[config.mk]
export PLATFORM = sky130hd
export DESIGN_NAME = processor_error_capture
export DESIGN_NICKNAME = d
export VERILOG_FILES = /design/src/rtl/processor_error_pkg.sv /design/src/rtl/storage_bus_diag.sv /design/src/rtl/processor_error_capture.sv
export SDC_FILE = /design/constraint.sdc
export NUM_CORES = 1
export LEC_CHECK = 0
export BUFFER_PORTS_ARGS = -buffer_cell sky130_fd_sc_hd__buf_2
export CORE_ASPECT_RATIO = 0.75
export CORE_MARGIN = 2
export CORE_UTILIZATION = 46
export DETAILED_ROUTE_END_ITERATION = 8
export GPL_TIMING_DRIVEN = 0
export PLACE_DENSITY = 0.69
export SETUP_SLACK_MARGIN = 0.02
export SLEW_MARGIN = 0
export SYNTH_ARGS = -nofsm -noshare
export SYNTH_HDL_FRONTEND = slang
export SYNTH_HIERARCHICAL = 1
export SYNTH_SLANG_ARGS = --single-unit
[constraint.sdc]
create_clock -name clk_sys -period 2.8 [get_ports clk_sys]
set_input_delay 0 -clock clk_sys [delete_from_list [all_inputs] [get_ports clk_sys]]
set_output_delay 0 -clock clk_sys [all_outputs]
set_load 0.05 [all_outputs]
[src/rtl/processor_error_pkg.sv]
// Shared constants, field positions and carrier types of the processor error capture block.
`default_nettype none
package processor_error_pkg;
   // ---------------------------------------------------------------------------
   // Word layout; bit 0 is the most significant bit of a word
   // ---------------------------------------------------------------------------
   localparam int WORD_W = 36;
   typedef logic [0:WORD_W-1] word_type;
   typedef logic [0:7] flag_type;
   // Command word bits for the processor flag unit.
   localparam int CO_IO_RESET = 19;
   localparam int CO_ENABLE = 20;
   localparam int CO_DISABLE = 21;
   localparam int CO_CLEAR = 22;
   localparam int CO_SET = 23;
   localparam int FLAG_FIRST = 24;
   localparam int FLAG_LAST = 31;
   localparam int IRQ_BIT = 32;
   localparam int LVL_FIRST = 33;
   localparam int LVL_LAST = 35;
   localparam int EN_FIRST = 6;
   localparam int EN_LAST = 13;
   localparam int SWEEP_BUSY_BIT = 19;
   // Index of each flag within flag_type.
   localparam int F_SBUS = 0;
   localparam int F_NOMEM = 1;
   localparam int F_IOPF = 2;
   localparam int F_MBPAR = 3;
   localparam int F_CDIR = 4;
   localparam int F_APAR = 5;
   localparam int F_PWR = 6;
   localparam int F_SWEEP = 7;
   localparam flag_type LOCK_MASK = 8'h54;
   localparam flag_type FLAGS_RST = 8'h00;
   // Priority interrupt command bits that force bad parity.
   localparam int FP_FIRST = 18;
   localparam int FP_LAST = 20;
   // Capture register fields.
   localparam int CAP_WORD_FIRST = 0;
   localparam int CAP_WORD_LAST = 1;
   localparam int CAP_SWEEP = 2;
   localparam int CAP_CHAN = 3;
   localparam int CAP_SRC_FIRST = 4;
   localparam int CAP_SRC_LAST = 5;
   localparam int CAP_WRITE = 6;
   localparam int CAP_ADDR_FIRST = 14;
   localparam int CAP_ADDR_LAST = 35;
   // Data source codes, read side (write bit 0) and write side (write bit 1).
   localparam logic [1:0] SRC_STORAGE = 2'h0;
   localparam logic [1:0] SRC_CACHE_READ = 2'h3;
   localparam logic [1:0] SRC_CHAN_STATUS = 2'h0;
   localparam logic [1:0] SRC_CHAN_DATA = 2'h1;
   localparam logic [1:0] SRC_ARITH = 2'h2;
   localparam logic [1:0] SRC_WRITEBACK = 2'h3;
   // Diagnostic function word fields.
   localparam int DG_SEL_FIRST = 0;
   localparam int DG_SEL_LAST = 4;
   localparam int DG_FUNC_FIRST = 31;
   localparam int DG_FUNC_LAST = 35;
   // ---------------------------------------------------------------------------
   // Timing
   // ---------------------------------------------------------------------------
   localparam int CLK_MHZ = 40;
   localparam int NOMEM_TIMEOUT_US = 68;
   localparam int NOMEM_CYCLES = NOMEM_TIMEOUT_US * CLK_MHZ;
   localparam logic [2:0] LEVEL_NONE = 3'h0;
   // ---------------------------------------------------------------------------
   // Carriers and states
   // ---------------------------------------------------------------------------
   typedef enum logic [5:0]
   {
      CMD_NONE = 6'h00,
      CMD_COND_OUT = 6'h01,
      CMD_COND_IN = 6'h02,
      CMD_PI_OUT = 6'h04,
      CMD_PI_IN = 6'h08,
      CMD_READ_CAPTURE = 6'h10,
      CMD_DIAG = 6'h20
   } cmd_op_type;
   typedef struct packed
   {
      cmd_op_type op;
      word_type data;
   } cmd_type;
   typedef struct packed
   {
      logic [1:0] word_num;
      logic sweep;
      logic channel;
      logic [1:0] source;
      logic write;
      logic [21:0] addr;
   } ref_info_type;
   typedef struct packed
   {
      logic addr;
      logic arith;
      logic cache_dir;
   } force_par_type;
   typedef enum logic [2:0]
   {
      DG_IDLE = 3'h1,
      DG_SEND = 3'h2,
      DG_WAIT = 3'h4
   } diag_state_type;
endpackage : processor_error_pkg
`default_nettype wire

[src/rtl/storage_bus_diag.sv]
// Storage bus diagnostic cycle sequencer.
`default_nettype none
module storage_bus_diag
#(
   parameter int TIMEOUT_CYC = processor_error_pkg::NOMEM_CYCLES
)
(
   input wire logic clk_sys, // System clock.
   input wire logic rst, // Asynchronous reset, active high.
   input wire logic start, // One-cycle request to run a cycle.
   input wire processor_error_pkg::word_type func_word, // Function word to send.
   output logic busy_ff, // Cycle in progress.
   output logic done_ff, // One-cycle pulse, return word valid.
   output processor_error_pkg::word_type ret_ff, // Word returned by the controller.
   output logic diag_req_ff, // Diagnostic cycle request on the storage bus.
   output logic [4:0] diag_sel_ff, // Selected controller number.
   output processor_error_pkg::word_type diag_word_ff, // Function word on the bus.
   input wire logic diag_ack, // Controller took the function word.
   input wire logic diag_ret_valid, // Controller presents its return word.
   input wire processor_error_pkg::word_type diag_ret // Return word.
);
   import processor_error_pkg::*;

   localparam int TW = $clog2(TIMEOUT_CYC + 1);
   if (TIMEOUT_CYC < 2)
   begin : g_chk
      $error("storage_bus_diag timeout too short");
   end

   diag_state_type state_ff;
   diag_state_type nxt_state;
   logic [TW-1:0] tmo_ff;
   wire tmo_hit = (tmo_ff == TW'(TIMEOUT_CYC));
   wire finish = (state_ff == DG_WAIT) && (diag_ret_valid || tmo_hit);

   // A controller that never answers would hang the processor, so a timeout
   // completes the cycle with an all-zero return word.
   always_comb
   begin
      nxt_state = state_ff;
      case (state_ff)
         DG_IDLE: if (start) nxt_state = DG_SEND;
         DG_SEND: if (diag_ack || tmo_hit) nxt_state = DG_WAIT;
         DG_WAIT: if (finish) nxt_state = DG_IDLE;
         default: nxt_state = DG_IDLE;
      endcase
   end

   always_ff @(posedge clk_sys or posedge rst)
   begin
      if (rst)
      begin
         state_ff <= DG_IDLE;
         tmo_ff <= '0;
         done_ff <= 1'b0;
         ret_ff <= '0;
         diag_req_ff <= 1'b0;
         diag_sel_ff <= '0;
         diag_word_ff <= '0;
         busy_ff <= 1'b0;
      end
      else
      begin
         state_ff <= nxt_state;
         tmo_ff <= (nxt_state != state_ff) ? '0 : tmo_ff + TW'(1);
         done_ff <= finish;
         busy_ff <= (nxt_state != DG_IDLE);
         diag_req_ff <= (nxt_state == DG_SEND);
         if (finish)
            ret_ff <= diag_ret_valid ? diag_ret : '0;
         if (start && state_ff == DG_IDLE)
         begin
            diag_sel_ff <= func_word[DG_SEL_FIRST:DG_SEL_LAST];
            diag_word_ff <= func_word;
         end
      end
   end
endmodule : storage_bus_diag
`default_nettype wire

[src/rtl/processor_error_capture.sv]
// Processor error flags, interrupt request, error address capture and parity forcing.
//
// Functional notes
// - Memory buffer bad parity sets flag, locks capture.
// - Directory bad parity sets flag, disables cache.
// - Controller address parity error sets flag, locks capture.
// - Power failure sets flag 30.
// - Sweep completion sets flag 31.
// - Enabled set flag raises request, bit 32.
// - Capture keeps first locking error only.
// - Capture holds address and word number.
// - Capture marks sweep and channel references.
// - Capture bit 6 gives read or write.
// - Bits 4-6 encode the data source.
// - Capture held until locking flags cleared.
// - Reset leaves the capture register untouched.
// - Priority command bits force bad parity.
// - Interrupt-instruction page failure raises interrupt, not trap.
// - Bad memory word gives trap before interrupt.
// - Interrupt may lag flag by few instructions.
// - Storage bus supports a diagnostic cycle.
// - Diagnostic sends function word, returns controller word.
// - Command bits enable, disable, clear, set flags; level.
// - Memory timeout sets no-memory flag, locks capture.
`default_nettype none
module processor_error_capture
#(
   parameter int NOMEM_CYC = processor_error_pkg::NOMEM_CYCLES
)
(
   input wire logic clk_sys, // System clock, 40 MHz.
   input wire logic rst, // Asynchronous reset, active high.
   input wire logic cmd_valid, // Command request.
   input wire processor_error_pkg::cmd_type cmd, // Command code and operand word.
   output logic cmd_ready_ff, // Command can be taken.
   output logic rsp_valid_ff, // One-cycle pulse, answer valid.
   output processor_error_pkg::word_type rsp_data_ff, // Answer word.
   input wire processor_error_pkg::ref_info_type ref_info, // Current memory reference.
   input wire logic ref_start, // A memory reference begins.
   input wire logic ref_done, // The memory answered the reference.
   input wire logic mb_parity_bad, // Memory buffer received even parity.
   input wire logic addr_parity_err, // Controller saw even address parity.
   input wire logic sbus_err, // Controller reports an error.
   input wire logic cache_dir_bad, // Directory page number with even parity.
   input wire logic sweep_busy, // Cache sweep in progress.
   input wire logic sweep_done, // Cache sweep finished, one-cycle pulse.
   input wire logic power_fail_pin, // AC power failed, asynchronous level.
   input wire logic page_fail, // Pager reports a page failure.
   input wire logic in_intr_instr, // An interrupt instruction is executing.
   output logic [1:7] pi_req_ff, // Request on the assigned priority level.
   output logic cache_enable_ff, // Cache may be used.
   output processor_error_pkg::force_par_type force_par_ff, // Active parity forcing.
   output logic io_reset_ff, // One-cycle reset pulse for peripherals.
   output logic page_fail_trap_ff, // Take the page failure trap.
   output logic diag_req_ff, // Storage bus diagnostic request.
   output logic [4:0] diag_sel_ff, // Diagnostic controller select.
   output processor_error_pkg::word_type diag_word_ff, // Diagnostic function word.
   input wire logic diag_ack, // Controller took the function word.
   input wire logic diag_ret_valid, // Controller return word valid.
   input wire processor_error_pkg::word_type diag_ret // Controller return word.
);
   import processor_error_pkg::*;

   localparam int TW = $clog2(NOMEM_CYC + 1);
   if (NOMEM_CYC < 2)
   begin : g_chk
      $error("processor_error_capture timeout too short");
   end

   // ---------------------------------------------------------------------------
   // Command decode
   // ---------------------------------------------------------------------------
   wire cmd_take = cmd_valid && cmd_ready_ff;
   wire co_take = cmd_take && (cmd.op == CMD_COND_OUT);
   wire ci_take = cmd_take && (cmd.op == CMD_COND_IN);
   wire po_take = cmd_take && (cmd.op == CMD_PI_OUT);
   wire pi_take = cmd_take && (cmd.op == CMD_PI_IN);
   wire rc_take = cmd_take && (cmd.op == CMD_READ_CAPTURE);
   wire dg_take = cmd_take && (cmd.op == CMD_DIAG);
   wire flag_type co_sel = cmd.data[FLAG_FIRST:FLAG_LAST];
   wire flag_type sw_en = (co_take && cmd.data[CO_ENABLE]) ? co_sel : FLAGS_RST;
   wire flag_type sw_dis = (co_take && cmd.data[CO_DISABLE]) ? co_sel : FLAGS_RST;
   wire flag_type sw_clr = (co_take && cmd.data[CO_CLEAR]) ? co_sel : FLAGS_RST;
   wire flag_type sw_set = (co_take && cmd.data[CO_SET]) ? co_sel : FLAGS_RST;

   // ---------------------------------------------------------------------------
   // Power-fail synchroniser and no-memory timer
   // ---------------------------------------------------------------------------
   logic pwr_s1_ff;
   logic pwr_s2_ff;
   logic pwr_s3_ff;
   wire pwr_rise = pwr_s2_ff && !pwr_s3_ff;

   logic ref_busy_ff;
   logic [TW-1:0] ref_cnt_ff;
   ref_info_type ref_hold_ff;
   wire nomem_evt = ref_busy_ff && !ref_done && (ref_cnt_ff == TW'(NOMEM_CYC - 1));

   always_ff @(posedge clk_sys or posedge rst)
   begin
      if (rst)
      begin
         pwr_s1_ff <= 1'b0;
         pwr_s2_ff <= 1'b0;
         pwr_s3_ff <= 1'b0;
         ref_busy_ff <= 1'b0;
         ref_cnt_ff <= '0;
         ref_hold_ff <= '0;
      end
      else
      begin
         pwr_s1_ff <= power_fail_pin;
         pwr_s2_ff <= pwr_s1_ff;
         pwr_s3_ff <= pwr_s2_ff;
         if (ref_start)
         begin
            ref_busy_ff <= 1'b1;
            ref_cnt_ff <= '0;
            ref_hold_ff <= ref_info;
         end
         else if (ref_done || nomem_evt)
            ref_busy_ff <= 1'b0;
         else if (ref_busy_ff)
            ref_cnt_ff <= ref_cnt_ff + TW'(1);
      end
   end

   // ---------------------------------------------------------------------------
   // Flags, enables and interrupt request
   // ---------------------------------------------------------------------------
   flag_type flags_ff;
   flag_type en_ff;
   logic [2:0] level_ff;
   logic irq_ff;
   flag_type hw_set;
   flag_type nxt_flags;
   flag_type nxt_en;

   always_comb
   begin
      hw_set = FLAGS_RST;
      hw_set[F_SBUS] = sbus_err;
      hw_set[F_NOMEM] = nomem_evt;
      hw_set[F_IOPF] = page_fail && in_intr_instr;
      hw_set[F_MBPAR] = mb_parity_bad;
      hw_set[F_CDIR] = cache_dir_bad;
      hw_set[F_APAR] = addr_parity_err;
      hw_set[F_PWR] = pwr_rise;
      hw_set[F_SWEEP] = sweep_done;
   end

   // A hardware event in the same cycle as a clear survives: set wins.
   assign nxt_flags = (flags_ff & ~sw_clr) | sw_set | hw_set;
   assign nxt_en = (en_ff & ~sw_dis) | sw_en;

   // The request follows the flags by one cycle, so a page failure trap raised by
   // the same bad word always reaches the pager one cycle ahead of the interrupt.
   wire irq_now = |(flags_ff & en_ff);
   wire lock_now = |(flags_ff & LOCK_MASK);
   wire lock_evt = nomem_evt || mb_parity_bad || addr_parity_err;

   always_ff @(posedge clk_sys or posedge rst)
   begin
      if (rst)
      begin
         flags_ff <= FLAGS_RST;
         en_ff <= FLAGS_RST;
         level_ff <= LEVEL_NONE;
         irq_ff <= 1'b0;
         pi_req_ff <= '0;
         cache_enable_ff <= 1'b1;
         page_fail_trap_ff <= 1'b0;
         io_reset_ff <= 1'b0;
         force_par_ff <= '0;
      end
      else
      begin
         flags_ff <= nxt_flags;
         en_ff <= nxt_en;
         if (co_take)
            level_ff <= cmd.data[LVL_FIRST:LVL_LAST];
         irq_ff <= irq_now;
         for (int l = 1; l <= 7; l++)
            pi_req_ff[l] <= irq_now && (level_ff == 3'(l));
         cache_enable_ff <= !nxt_flags[F_CDIR];
         page_fail_trap_ff <= page_fail && !in_intr_instr;
         io_reset_ff <= co_take && cmd.data[CO_IO_RESET];
         if (po_take)
            force_par_ff <= cmd.data[FP_FIRST:FP_LAST];
      end
   end

   // ---------------------------------------------------------------------------
   // Error address capture
   // ---------------------------------------------------------------------------
   word_type era_ff;
   word_type cap_word;
   ref_info_type cap_src;

   assign cap_src = nomem_evt ? ref_hold_ff : ref_info;

   always_comb
   begin
      cap_word = '0;
      cap_word[CAP_WORD_FIRST:CAP_WORD_LAST] = cap_src.word_num;
      cap_word[CAP_SWEEP] = cap_src.sweep;
      cap_word[CAP_CHAN] = cap_src.channel;
      cap_word[CAP_SRC_FIRST:CAP_SRC_LAST] = cap_src.source;
      cap_word[CAP_WRITE] = cap_src.write;
      cap_word[CAP_ADDR_FIRST:CAP_ADDR_LAST] = cap_src.addr;
   end

   // No reset here, so the register can still be read after a master reset.
   always_ff @(posedge clk_sys)
   begin
      if (lock_evt && !lock_now)
         era_ff <= cap_word;
   end

   // ---------------------------------------------------------------------------
   // Status word, answers and diagnostic cycle
   // ---------------------------------------------------------------------------
   word_type status_word;
   word_type force_word;
   logic dg_busy;
   logic dg_done;
   word_type dg_ret;

   always_comb
   begin
      status_word = '0;
      status_word[EN_FIRST:EN_LAST] = en_ff;
      status_word[SWEEP_BUSY_BIT] = sweep_busy;
      status_word[FLAG_FIRST:FLAG_LAST] = flags_ff;
      status_word[IRQ_BIT] = irq_ff;
      status_word[LVL_FIRST:LVL_LAST] = level_ff;
      force_word = '0;
      force_word[FP_FIRST:FP_LAST] = force_par_ff;
   end

   storage_bus_diag #(.TIMEOUT_CYC(NOMEM_CYC)) u_diag
   (
      .clk_sys(clk_sys),
      .rst(rst),
      .start(dg_take),
      .func_word(cmd.data),
      .busy_ff(dg_busy),
      .done_ff(dg_done),
      .ret_ff(dg_ret),
      .diag_req_ff(diag_req_ff),
      .diag_sel_ff(diag_sel_ff),
      .diag_word_ff(diag_word_ff),
      .diag_ack(diag_ack),
      .diag_ret_valid(diag_ret_valid),
      .diag_ret(diag_ret)
   );

   always_ff @(posedge clk_sys or posedge rst)
   begin
      if (rst)
      begin
         rsp_valid_ff <= 1'b0;
         rsp_data_ff <= '0;
         cmd_ready_ff <= 1'b0;
      end
      else
      begin
         rsp_valid_ff <= (cmd_take && !dg_take) || dg_done;
         cmd_ready_ff <= !dg_take && !(dg_busy && !dg_done);
         if (ci_take)
            rsp_data_ff <= status_word;
         else if (pi_take)
            rsp_data_ff <= force_word;
         else if (rc_take)
            rsp_data_ff <= era_ff;
         else if (dg_done)
            rsp_data_ff <= dg_ret;
         else if (cmd_take)
            rsp_data_ff <= '0;
      end
   end
endmodule : processor_error_capture
`default_nettype wire

==> qor_table.md <==
| Metric | Reported | Unit |
|:---|:---|:---|
| Final hold violation count | 0 | - |
| Final critical-path share of the clock period | 0.865 | - |
| Height of the die | 134 | um |
| Number of design rule violations left after detail routing | 0 | - |
| TritonCTS clock tree | built | - |
| Dpl hpwl | 19,300 | um |
| Number of register bits inferred by synthesis | 235 | - |
| Worst slew margin relative to its limit | 0.530 | - |
| Routability cong. | 0.806 | - |
| Period minus WS final | 2420 | ps |
| Netlist area before placement | 10,300 | um^2 |
| IR drop worst, VDD | 436 | uV |
| Vias in the first global route | 8,120 | - |
| Cell depth of the worst flop-to-flop path | 7 | - |
| Arrival time at the worst endpoint | 2590 | ps |
| Element type at the critical path end | flop | - |
| Number of antenna violations at the first check in global routing | 2 | - |
| Clock root cell | sky130_fd_sc_hd__clkbuf_16 | - |
| Pins Over Slew Limit | 0 | - |
| Detailed Routing Iterations Pass 1 | 5 | - |
| Filler cells | 1,673 | - |
| Clk Latency, worst-skew pair | 520 | ps |
| Area delta synth->final | 35.7 | % |
| H-tree depth | 1 | - |
| Count of placed standard cells including taps | 1,311 | - |
| Register-to-register setup slack | 380 | ps |
| Overall routed net length | 28,200 | um |
| Unrepaired setup endpoints after global routing | false | - |
| Primary FF master, synth | sky130_fd_sc_hd__dfrtp_1 | - |
| Number of cells in the finished layout apart from fillers | 1,487 | - |
| Final design utilization | 0.635 | - |
| Total global-route track usage | 0.242 | - |
| Maximum clock frequency | 413 | MHz |
| Crit-path max FO | 29 | - |
| Initial cell density of the core | 0.468 | - |
| Required time of the worst setup path | 2970 | ps |
| IO Pins | 216 | - |
| Final setup skew | 16.1 | ps |
| Number of sinks on the clock net | 235 | - |
| Sequential fraction of the synthesis area | 0.586 | - |
| Count of warnings emitted by yosys | 6 | - |
| Transition time of the tightest slew-check pin | 705 | ps |
| Gate Count Post-Synth | 799 | - |
| Overall die area | 23,600 | um^2 |
| Violation count after the first detailed-routing iteration | 582 | - |
| Post-CTS setup repair buffer count | 0 | - |
| Worst setup margin | 378 | ps |
| Worst hold path cell count | 4 | - |
| Status | finished clean | - |
| Mean instance size in the synthesized netlist | 12.9 | um^2 |
| Count of buffers inserted at the top-level ports | 214 | - |
| Mean number of vias per cell | 5.29 | - |
| Number of failing setup endpoints in the final timing report | 0 | - |
| Maxcap violations | 0 | - |
| Classification of the worst setup path | flop to flop | - |
| Post-DR wirelength/cell | 18.9 | um |
| Synthesized netlist net count | 925 | - |
| Clock-pin transition on the worst setup and hold timing paths | 60 | ps |
| Number of different library cells in the post-synthesis netlist | 70 | - |
| Worst slack at placement | 97.9 | ps |
| Horizontal die dimension | 177 | um |
| Core Rows | 47 | - |
| Number of clock buffers inserted by TritonCTS | 25 | - |
| Net count of the finished layout | 1,299 | - |
| Power per cell area | 604 | nW/um^2 |
| Async S/R FF share, synth | 0.877 | - |
| Largest net degree at the start of global routing | 49 | - |
| Hold/Removal Path Class | primary input to flop | - |
| Number of enable flip-flop cells after synthesis | 29 | - |
| Total congestion overflow | 0 | - |
| Max Buffers Root-to-Sink | 3 | - |
| Routed vias | 7,864 | - |
| Leakage power of the design | 0.00664 | uW |
| Share of layout cells above drive strength 1 | 0.355 | - |
| Global-route wire length before repair | 44,600 | um |
| Core box area | 22,000 | um^2 |
| Critical Path Start Type | flop | - |
| Post-DRT Antenna Nets | 0 | - |
## synthesized netlist by cell type (10+ instances only)
cell | n | area share
sky130_fd_sc_hd__a21oi_1 | 22 | 0.011
sky130_fd_sc_hd__a22o_1 | 37 | 0.032
sky130_fd_sc_hd__a22oi_1 | 15 | 0.011
sky130_fd_sc_hd__and2_1 | 29 | 0.018
sky130_fd_sc_hd__and3_1 | 11 | 0.0067
sky130_fd_sc_hd__buf_2 | 11 | 0.0054
sky130_fd_sc_hd__buf_4 | 11 | 0.0080
sky130_fd_sc_hd__clkbuf_1 | 21 | 0.0077
sky130_fd_sc_hd__dfrtp_1 | 204 | 0.50
sky130_fd_sc_hd__edfxtp_1 | 29 | 0.085
sky130_fd_sc_hd__inv_1 | 13 | 0.0047
sky130_fd_sc_hd__mux2_2 | 100 | 0.11
sky130_fd_sc_hd__mux2i_1 | 26 | 0.025
sky130_fd_sc_hd__nand2_1 | 33 | 0.012
sky130_fd_sc_hd__nand3_1 | 25 | 0.012
sky130_fd_sc_hd__nand4_1 | 15 | 0.0091
sky130_fd_sc_hd__nor2_1 | 36 | 0.013
sky130_fd_sc_hd__nor3_2 | 10 | 0.0097
sky130_fd_sc_hd__o21ai_1 | 21 | 0.010
sky130_fd_sc_hd__xor2_1 | 12 | 0.010
## cell usage in the layout (no fill, tap or decap), types with 4 or more instances in the layout
cell | synthesis | layout
sky130_fd_sc_hd__o21ai_1 | 21 | 21
sky130_fd_sc_hd__clkbuf_16 | 0 | 25
sky130_fd_sc_hd__clkbuf_1 | 21 | 27
sky130_fd_sc_hd__buf_6 | 8 | 8
sky130_fd_sc_hd__buf_2 | 11 | 225
sky130_fd_sc_hd__nand2_1 | 33 | 33
sky130_fd_sc_hd__a22o_1 | 37 | 37
sky130_fd_sc_hd__a22oi_1 | 15 | 15
sky130_fd_sc_hd__xnor2_1 | 6 | 6
sky130_fd_sc_hd__mux2_2 | 100 | 100
sky130_fd_sc_hd__nand3_1 | 25 | 25
sky130_fd_sc_hd__nor2_1 | 36 | 36
sky130_fd_sc_hd__and2_1 | 29 | 29
sky130_fd_sc_hd__a32o_1 | 8 | 8
sky130_fd_sc_hd__clkbuf_8 | 0 | 6
sky130_fd_sc_hd__a211o_1 | 5 | 5
sky130_fd_sc_hd__nand4_1 | 15 | 15
sky130_fd_sc_hd__edfxtp_1 | 29 | 29
sky130_fd_sc_hd__a21oi_1 | 22 | 22
sky130_fd_sc_hd__buf_4 | 11 | 11
sky130_fd_sc_hd__or2_2 | 4 | 4
sky130_fd_sc_hd__xor2_1 | 12 | 12
sky130_fd_sc_hd__dlygate4sd3_1 | 0 | 129
sky130_fd_sc_hd__inv_1 | 13 | 11
sky130_fd_sc_hd__nand2b_1 | 7 | 7
sky130_fd_sc_hd__dfrtp_1 | 204 | 204
sky130_fd_sc_hd__o21ai_0 | 6 | 6
sky130_fd_sc_hd__nor3_2 | 10 | 10
sky130_fd_sc_hd__mux2i_1 | 26 | 26
sky130_fd_sc_hd__and3_1 | 11 | 11
sky130_fd_sc_hd__nor3_1 | 6 | 6
## metal layers
metal	vias up	global-route usage	part of all wire	wire length [um]
met2	256	0.371	0.45	12600
li1	3673	-	-	-
met3	40	0.0411	0.064	1810
met5	-	0	0	0
met1	3895	0.363	0.47	13300
met4	0	0.0528	0.016	463
## stage by stage
| step | power (uW) | area [um^2] | setup TNS (ps) | hold slack (ps) |
|---|---|---|---|---|
| floorplan | 4630 | 10300 | 0 | 31.4 |
| global placement | 4970 | 11700 | -101780 | 111 |
| detailed placement | 5020 | 11800 | 0 | -73.5 |
| CTS | 8510 | 13900 | 0 | 1.46 |
| global route | 8770 | 14000 | 0 | 40.3 |
| finish | 8430 | 14000 | 0 | 13.5 |
## where the power goes
group          switching, uW  internal [uW]
Clock                   1350           2000
Sequential               165           3660
Combinational            767            496
## critical path: stages (launching register included)
cell                      delay [ps]
sky130_fd_sc_hd__dfrtp_1         400
sky130_fd_sc_hd__ha_1            210
sky130_fd_sc_hd__and3_1          180
sky130_fd_sc_hd__buf_2           190
sky130_fd_sc_hd__nand3_1         100
sky130_fd_sc_hd__nor2_2          230
sky130_fd_sc_hd__buf_4           280
sky130_fd_sc_hd__o31a_4          450
## registers in the layout, summed over array words and instances (netlist names), 3 cells and up
register / flops
en_ff: 8
era_ff: 29
flags_ff: 8
force_par_ff: 3
level_ff: 3
pi_req_ff: 7
ref_cnt_ff: 12
ref_hold_ff: 29
rsp_data_ff: 36
u_diag/diag_sel_ff: 5
u_diag/diag_word_ff: 31
u_diag/ret_ff: 36
u_diag/state_ff: 3
u_diag/tmo_ff: 12
## final timing paths
| path | startpoint | to |
|---|---|---|
| worst max-delay path | ref_cnt_ff[0]$_DFFE_PP0P_ | era_ff[1]$_DFFE_PP_ |
| worst min-delay path | cmd[39] | rsp_data_ff[17]$_DFFE_PP0P_ |
| worst max register to register | ref_cnt_ff[0]$_DFFE_PP0P_ | era_ff[1]$_DFFE_PP_ |
| worst min register to register | pwr_s1_ff$_DFF_PP0_ | pwr_s2_ff$_DFF_PP0_ |
| max in group asynchronous | rst | ref_hold_ff[19]$_DFFE_PP0P_ |
| min in group asynchronous | rst | u_diag/diag_word_ff[24]$_DFFE_PP0P_ |
## cell families after synthesis
group | after synthesis | share of synthesized area
fa+ha+maj | 3 | 0.00365
buf+inv | 68 | 0.0362
flops | 235 | 0.586
compound gates | 143 | 0.106
xor+xnor | 18 | 0.0153
mux | 127 | 0.136
simple gates | 205 | 0.117
## layout make-up
type / instances / area, um^2 / area share
Tap cell: 294 / 368 / 0.0264
Sequential cell: 235 / 6030 / 0.432
Antenna cell: 2 / 5.00 / 0.000359
Clock inverter: 7 / 95.1 / 0.00681
Timing Repair Buffer: 347 / 2450 / 0.176
Clock buffer: 38 / 734 / 0.0526
Multi-Input combinational cell: 496 / 3890 / 0.279
Buffer: 55 / 325 / 0.0233
Inverter: 13 / 55.1 / 0.00394
## repair_timing
item / CTS / global route
hold buffers: 129 / 0
gates resized for setup: 0 / 3
endpoints found under the setup margin: 0 / 35
hold endpoints to repair: 323 / 0
(Power assumes the default switching activity.)
